File: config.mk
export PLATFORM = sky130hd
export DESIGN_NAME = rfl_fifo_txlen
export DESIGN_NICKNAME = d
export VERILOG_FILES = /design/src/core/rfl_pkg.sv /design/src/core/rfl_fifo_txlen.sv
export SDC_FILE = /design/constraint.sdc
export NUM_CORES = 2
export LEC_CHECK = 0
export ABC_CLOCK_PERIOD_IN_PS = 4100
export BUFFER_PORTS_ARGS = -buffer_cell sky130_fd_sc_hd__buf_2
export CAP_MARGIN = 10
export CORE_UTILIZATION = 35
export DETAILED_ROUTE_END_ITERATION = 8
export SLEW_MARGIN = 20
export SYNTH_ARGS = -nofsm -noshare
export SYNTH_HDL_FRONTEND = slang
export SYNTH_SLANG_ARGS = --single-unit
export TNS_END_PERCENT = 5
File: constraint.sdc
create_clock -name clk_i -period 4.1 [get_ports clk_i]
set_input_delay 0.205 -clock clk_i [delete_from_list [all_inputs] [get_ports clk_i]]
set_output_delay 0.205 -clock clk_i [all_outputs]
set_load 0.05 [all_outputs]
File: src/core/rfl_pkg.sv
// constants shared by the reader fifo and transmit length block
package rfl_pkg;
   // register addresses on the host register port
   localparam logic [4:0] RFL_ADDR_FIFO_STATUS = 5'h1c;
   localparam logic [4:0] RFL_ADDR_TX_LEN_UPPER = 5'h1d;
   localparam logic [4:0] RFL_ADDR_TX_LEN_LOWER = 5'h1e;
   // field positions in the status and lower length registers
   localparam int         RFL_OVF_BIT          = 7;
   localparam int         RFL_PARTIAL_FLAG_BIT = 0;
   // reset value and value read from unmapped addresses
   localparam logic [7:0] RFL_LEN_RESET        = 8'h00;
   localparam logic [7:0] RFL_UNMAPPED_READ    = 8'h00;
   // fifo depth in bytes, last slot index and output buffer depth in words
   localparam logic [7:0] RFL_FIFO_DEPTH       = 8'h7f;
   localparam logic [6:0] RFL_LAST_PTR         = 7'h7e;
   localparam logic [1:0] RFL_SKID_DEPTH       = 2'h2;
endpackage : rfl_pkg

File: src/core/rfl_fifo_txlen.sv
// reader fifo bookkeeping, overflow status and transmit length registers
// What this block does
// - the status register top bit sets when a byte is presented while 127 bytes are held or ready is still low in the first enabled cycle.
// - the low seven status bits give the binary count of bytes held and waiting to be read.
// - the upper length register holds bits 11 to 4 of the complete-byte count.
// - the lower length register carries bits 3 to 0 of that count in its upper nibble.
// - bits 3 to 1 of the lower length register give the partial byte width, used only with the flag.
// - bit 0 of the lower length register marks the last byte as narrower than eight bits.
// - both length registers read zero after reset, while enable is low, and after end of frame with no write in that cycle.
`timescale 1ns/10ps
`default_nettype none
module rfl_fifo_txlen
   import rfl_pkg::*;
(
   input  wire logic        clk_i,
   input  wire logic        reset_n_i,
   input  wire logic        ce_i,
   input  wire logic        en_i,
   input  wire logic [4:0]  reg_addr_i,
   input  wire logic        reg_wr_i,
   input  wire logic [7:0]  reg_wdata_i,
   input  wire logic        reg_rd_i,
   output logic      [7:0]  reg_rdata_o,
   input  wire logic        in_valid_i,
   input  wire logic [7:0]  in_data_i,
   output logic             in_ready_o,
   output logic             out_valid_o,
   output logic      [7:0]  out_data_o,
   input  wire logic        out_ready_i,
   input  wire logic        tx_eof_i,
   output logic      [11:0] tx_bytes_o,
   output logic             tx_partial_o,
   output logic      [2:0]  tx_partial_bits_o
);

   // one struct holds every flop of the block, the byte store included
   // keeping the store here lets reset and enable clear it in one place
   // the cost is a wide clear of the whole store, accepted for simplicity
   typedef struct packed {
      logic              en_s1;
      logic              en_s2;
      logic [126:0][7:0] mem;
      logic [6:0]        wp;
      logic [6:0]        rp;
      logic [6:0]        mc;
      logic [1:0][7:0]   skid;
      logic [1:0]        nb;
      logic              ovalid;
      logic              ovf;
      logic [7:0]        len_hi;
      logic [7:0]        len_lo;
      logic [2:0]        pbits;
      logic [7:0]        rdata;
      logic              in_rdy;
   } rfl_state_t;

   localparam rfl_state_t RFL_STATE_RESET = '0;

   rfl_state_t st_r;
   rfl_state_t st_nxt;

   // pointers wrap after the last of the 127 slots
   function automatic logic [6:0] rfl_ptr_inc(input logic [6:0] p);
      rfl_ptr_inc = (p == RFL_LAST_PTR) ? 7'h00 : p + 7'h01;
   endfunction : rfl_ptr_inc

   // bytes waiting to be read: memory plus output buffer
   function automatic logic [7:0] rfl_total(input rfl_state_t s);
      rfl_total = {1'b0, s.mc} + {6'h00, s.nb};
   endfunction : rfl_total

   // status byte: sticky overflow on top, held count below
   function automatic logic [7:0] rfl_status(input rfl_state_t s);
      logic [7:0] t;
      t = rfl_total(s);
      rfl_status = {s.ovf, t[6:0]};
   endfunction : rfl_status

   // next state: enable sync, fifo moves, registers, read mux
   always_comb begin : next_state
      logic       push;
      logic       take;
      logic       move;
      logic [1:0] nb_tmp;
      // locals get a value first so no path leaves them unassigned
      push = 1'b0;
      take = 1'b0;
      move = 1'b0;
      nb_tmp = 2'h0;
      st_nxt = st_r;
      st_nxt.en_s1 = en_i;
      st_nxt.en_s2 = st_r.en_s1;
      // in_rdy equals "fewer than 127 held" except in the first enabled cycle, when it is still low; refusal and overflow agree
      push = in_valid_i && st_r.in_rdy;
      take = (st_r.nb != 2'h0) && out_ready_i;
      nb_tmp = st_r.nb;
      if (in_valid_i && !st_r.in_rdy && st_r.en_s2) begin
         st_nxt.ovf = 1'b1;
      end
      // drain the output buffer first so a word is freed for refill
      if (take) begin
         st_nxt.skid[0] = st_r.skid[1];
         nb_tmp = nb_tmp - 2'h1;
      end
      move = (st_r.mc != 7'h00) && (nb_tmp < RFL_SKID_DEPTH);
      if (move) begin
         st_nxt.skid[nb_tmp[0]] = st_r.mem[st_r.rp];
         nb_tmp = nb_tmp + 2'h1;
         st_nxt.rp = rfl_ptr_inc(st_r.rp);
      end
      st_nxt.nb = nb_tmp;
      // valid comes from its own flop so the output is not decoded
      st_nxt.ovalid = nb_tmp != 2'h0;
      if (push) begin
         st_nxt.mem[st_r.wp] = in_data_i;
         st_nxt.wp = rfl_ptr_inc(st_r.wp);
      end
      // one up per byte in, one down per byte moved to the buffer
      st_nxt.mc = st_r.mc + {6'h00, push} - {6'h00, move};
      // end of frame clears the length; a host write in the same cycle wins
      if (tx_eof_i) begin
         st_nxt.len_hi = RFL_LEN_RESET;
         st_nxt.len_lo = RFL_LEN_RESET;
      end
      if (reg_wr_i && reg_addr_i == RFL_ADDR_TX_LEN_UPPER) begin
         st_nxt.len_hi = reg_wdata_i;
      end
      if (reg_wr_i && reg_addr_i == RFL_ADDR_TX_LEN_LOWER) begin
         st_nxt.len_lo = reg_wdata_i;
      end
      // partial width only counts while the flag is set
      st_nxt.pbits = st_nxt.len_lo[RFL_PARTIAL_FLAG_BIT] ? st_nxt.len_lo[3:1] : 3'h0;
      // read data is registered and kept until the next read
      if (reg_rd_i) begin
         unique case (reg_addr_i)
            RFL_ADDR_FIFO_STATUS:  st_nxt.rdata = rfl_status(st_r);
            RFL_ADDR_TX_LEN_UPPER: st_nxt.rdata = st_r.len_hi;
            RFL_ADDR_TX_LEN_LOWER: st_nxt.rdata = st_r.len_lo;
            default:               st_nxt.rdata = RFL_UNMAPPED_READ;
         endcase
      end
      // ready looks at the next count so a full store refuses at once
      st_nxt.in_rdy = rfl_total(st_nxt) < RFL_FIFO_DEPTH;
      // enable low holds everything cleared except the synchroniser
      // the synchroniser keeps running so enable can come back
      if (!st_r.en_s2) begin
         st_nxt = RFL_STATE_RESET;
         st_nxt.en_s1 = en_i;
         st_nxt.en_s2 = st_r.en_s1;
      end
   end

   // single register stage; clock enable freezes all of it
   always_ff @(posedge clk_i or negedge reset_n_i) begin
      if (!reset_n_i) begin
         st_r <= RFL_STATE_RESET;
      end else if (ce_i) begin
         st_r <= st_nxt;
      end
   end

   // outputs come straight from the state flops
   assign reg_rdata_o       = st_r.rdata;
   assign in_ready_o        = st_r.in_rdy;
   assign out_valid_o       = st_r.ovalid;
   assign out_data_o        = st_r.skid[0];
   assign tx_bytes_o        = {st_r.len_hi, st_r.len_lo[7:4]};
   assign tx_partial_o      = st_r.len_lo[RFL_PARTIAL_FLAG_BIT];
   assign tx_partial_bits_o = st_r.pbits;
endmodule : rfl_fifo_txlen
`default_nettype wire

==> results.txt <==
----------------------------------------------------
[STA]
  Number of failing hold endpoints at the final stage ... 0
  Max Clk Rate ... 271 MHz
  Final Cycle Share ... 90.0%
  Time the worst path needs with I/O delays and setup ... 3.69 ns
  Clk_skew ... 0.0395 ns
  Total Negative Setup Slacks ... 0 ns
  Number of failing setup endpoints in the final timing report ... 0
  Final number of max-transition violations ... 0
  Transition time of the tightest slew-check pin ... between 1 and 1.5 ns
  Slew Limit Headroom ... 32.4%
  Worst setup margin ... approximately 0.41 ns
  Setup repair after global routing missed its margin ... false

[Pwr]
  Areal power density over the cells ... 484 nW/um^2
  Total design power ... 27200 uW
  Leakage ... 0.0248 uW
  Peak VDD IR ... 0.000377 V

[Logic synthesis]
  Distinct cells, synth ... 68
  Number of flops mapped to enable cells by yosys ... 0
  Cells after Synth ... 3941
  Syn. warnings ... 0
  Area share of the leading cell type in the synthesized netlist ... about 55%
  Post-synthesis share of cell area spent on and, or, nand and nor gates ... 5.63%
  Net count of the mapped netlist ... roughly 4000
  Post-Synth Adder-Cell Area ... 0.651%
  Portion of the post-synthesis area used by sequential elements ... 55.3%
  Ranking of synthesized cells by area ... dfrtp_1, a22o_1, mux4_2
  Average cell area after synthesis ... 12.5 um^2
  Yosys reg bits ... 1087
  Proportion of synthesized area in mux cells ... 12.3%
  Xor and xnor fraction of the mapped netlist area ... 0.320%
  Combinational family with the most area after synthesis ... compound AO/OA/AOI/OAI gates
  Netlist Area Pre-Place ... 49200 um^2
  Fraction of synthesis flops using an asynchronous set or reset pin ... 100%
  Commonest register cell after synthesis ... dfrtp_1
  Dominant cell type by area after synthesis ... dfrtp_1
  Compound-Gate Fraction of Synth Area ... between 20 and 25%

[CTS]
  TritonCTS clock tree ... built
  Number of buffers inserted during clock tree synthesis ... 116
  Post-cts gate resize count ... 0
  Cell at the root of the clock tree ... clkbuf_16
  Count of H-tree levels built during CTS ... 3
  Sink count of the clock tree ... 1087
  Hold-fix buffer count after cts ... 24
  Maximum buffer depth of the clock tree ... 3
  Insertion delay to the later sink of the worst-skew pair ... around 0.73 ns
  Clock slew at the register clock pins of the worst setup and hold paths ... 0.06 ns
  Post-CTS setup buffers ... 0

[Placed design]
  Port-buffer cells ... 63
  Routability congestion estimate from global placement ... 0.898
  Place WS ... 0.457 ns
  HPWL after detailed placement ... 99200 um

[Floorplanning]
  Width of the chip ... 377 um
  Area enclosed by the die boundary ... approximately 140000 um^2
  I/O pin cnt ... 64
  Die outline height ... 377 um
  Starting Density ... 35.3%
  Total core area ... approximately 140000 um^2
  Number of cell rows ... 137

[Job]
  Number of maximum-capacitance constraint violations ... 0

[Critical path]
  Critical Path AT ... 4.32 ns
  Maximum fanout encountered on the critical timing path ... 5
  Setup slack of the worst register-to-register path ... approximately 0.4 ns
  Depth of the worst register-to-register path ... 14
  Data required time of the worst path ... 4.73 ns
  Critical Path Start Type ... flop
  Type of element capturing the critical path ... flop
  Worst reg2reg path startpoint ... st_r[30]
  Kind of critical path ... reg2reg
  Endpoint of the most critical register-to-register path ... in_ready_o

[Finish]
  Fin util ... between 40% and 50%
  Number of fill cells ... ~13000
  Area overhead of the layout relative to synthesis ... 14.1%
  Post-layout nets ... 4058
  Antenna Diode Count ... 0
  Layout cells sized above 1 ... 16.7%

[Drt]
  Initial DRC Count ... 3999
  Wirelength per Cell ... 26.4 um
  Detailed-route vias per instance ... roughly 6.1
  DRC violation count after routing ... 0
  Via count ... 36300
  Pre-Repair DR Iteration Count ... 5
  Antenna Violating Nets Remaining ... 0
  Detailed-route wire length ... 158000 um

[Global routing]
  Overall Global Routing Usage ... 22.2%
  First-pass GRT wire length ... 242000 um
  Gr ovfl total ... 0
  Number of global-route vias before repair ... about 36000
  Number of antenna violations at the first check in global routing ... 1
  Maximum number of pins on one net before global-route repair ... 120

[Hold path]
  Instance count along the most critical hold path ... 4
  Type of the worst min-delay path ... in2reg
  Worst-case hold path end point ... tx_bytes_o[7]
  Hold wc startpoint ... reg_wr_i

[Run status]
  Result of the run ... finished, final reports clean

----------------------------------------------------
-- metal layers --
metal / global-route usage (%) / share of wire (%)
met5: 0 / 0.0082
met1: 32.4 / 44
met2: 33.2 / 45
met3: 3.91 / 7.9
met4: 7.08 / 3.2
-- cell type report --
type / count / area, um^2 / area share, %
clock buffers: 167 / 3410 / 6.07
clock inverters: 41 / 470 / 0.837
inverters: 25 / 95.1 / 0.169
multi-input cells: 2510 / 20400 / 36.3
flip-flops and latches: 1087 / 27200 / 48.4
well taps: 1876 / 2350 / 4.18
repair buffers: 265 / 2280 / 4.05
-- how the worst max path moves through the flow --
stage	start	to	depth (start not counted)
floorplan	st_r[30]	in_ready_o	15
global placement	st_r[30]	in_ready_o	14
detailed placement	st_r[30]	in_ready_o	14
CTS	st_r[30]	in_ready_o	14
global route	st_r[31]	in_ready_o	14
finish	st_r[30]	in_ready_o	14
-- flip-flops by register name (all words and copies together) (netlist names) --
signal	count
out_data_o	8
tx_partial_bits_o	3
in_ready_o	1
tx_bytes_o	12
out_valid_o	1
reg_rdata_o	8
tx_partial_o	1
st_r	1053
-- placed cells by master (no fill, tap or decap), types with 30 or more instances in the layout --
cell,netlist,layout
mux4_2,183,183
buf_12,2,30
buf_2,46,62
a22oi_1,47,47
nand3_1,45,45
a32o_1,30,30
buf_4,45,148
dfrtp_1,1087,1083
a22o_1,797,797
nor2_1,105,100
o21ai_0,260,260
mux2i_1,182,182
nand2_1,361,361
a21oi_1,162,161
clkbuf_16,0,119
-- per-stage QoR --
step	hold slack [ns]	std cells	area, um^2
2_1_floorplan	-0.0906	3941	49200
3_3_place_gp	0.317	5739	52100
3_5_place_dp	0.320	5739	52100
4_1_cts	0.0538	5971	56200
5_1_grt	0.0905	5971	56200
6_report	0.0761	5971	56200
-- synthesized netlist by cell type, drive strengths merged, types with 9 or more instances --
cell and instances:
a22o 797, a22oi 47, o2bb2ai 18, nor4 9, nor2 129, a31oi 10, a32o 30, nand3 45
a31o 13, and3 21, dfrtp 1087, inv 24, nand2 361, a21oi 162, mux4 183, nor3 11
xnor2 15, nor2b 20, buf 136, mux2i 182, o22ai 15, a221oi 11, ha 20, o21ai 283
a21o 23, clkbuf 183
-- worst max-delay path, stage by stage, from the launching register on --
cell and delay (ns):
dfrtp_1 0.42, inv_1 0.14, ha_1 0.17, nand2b_1 0.20, mux2_2 0.39, nor2b_1 0.17
xnor2_1 0.14, ha_1 0.23, fa_1 0.52, fa_1 0.40, xnor2_1 0.14, and3_1 0.19
maj3_1 0.35, nand2_1 0.07, o31a_1 0.11
-- cell families after synthesis --
kind of cell / Yosys count
flops: 1087
compound gates: 1461
xor+xnor: 18
buf+inv: 344
simple gates: 634
fa+ha+maj: 24
mux: 373
-- power breakdown --
part	switching [uW]	internal (uW)	leakage [uW]	total [uW]
combinational	3450	1890	0.00775	5330
clock	4450	6300	0.00192	10700
sequential	282	10800	0.0152	11100
Power figures use the tool's default switching activity.
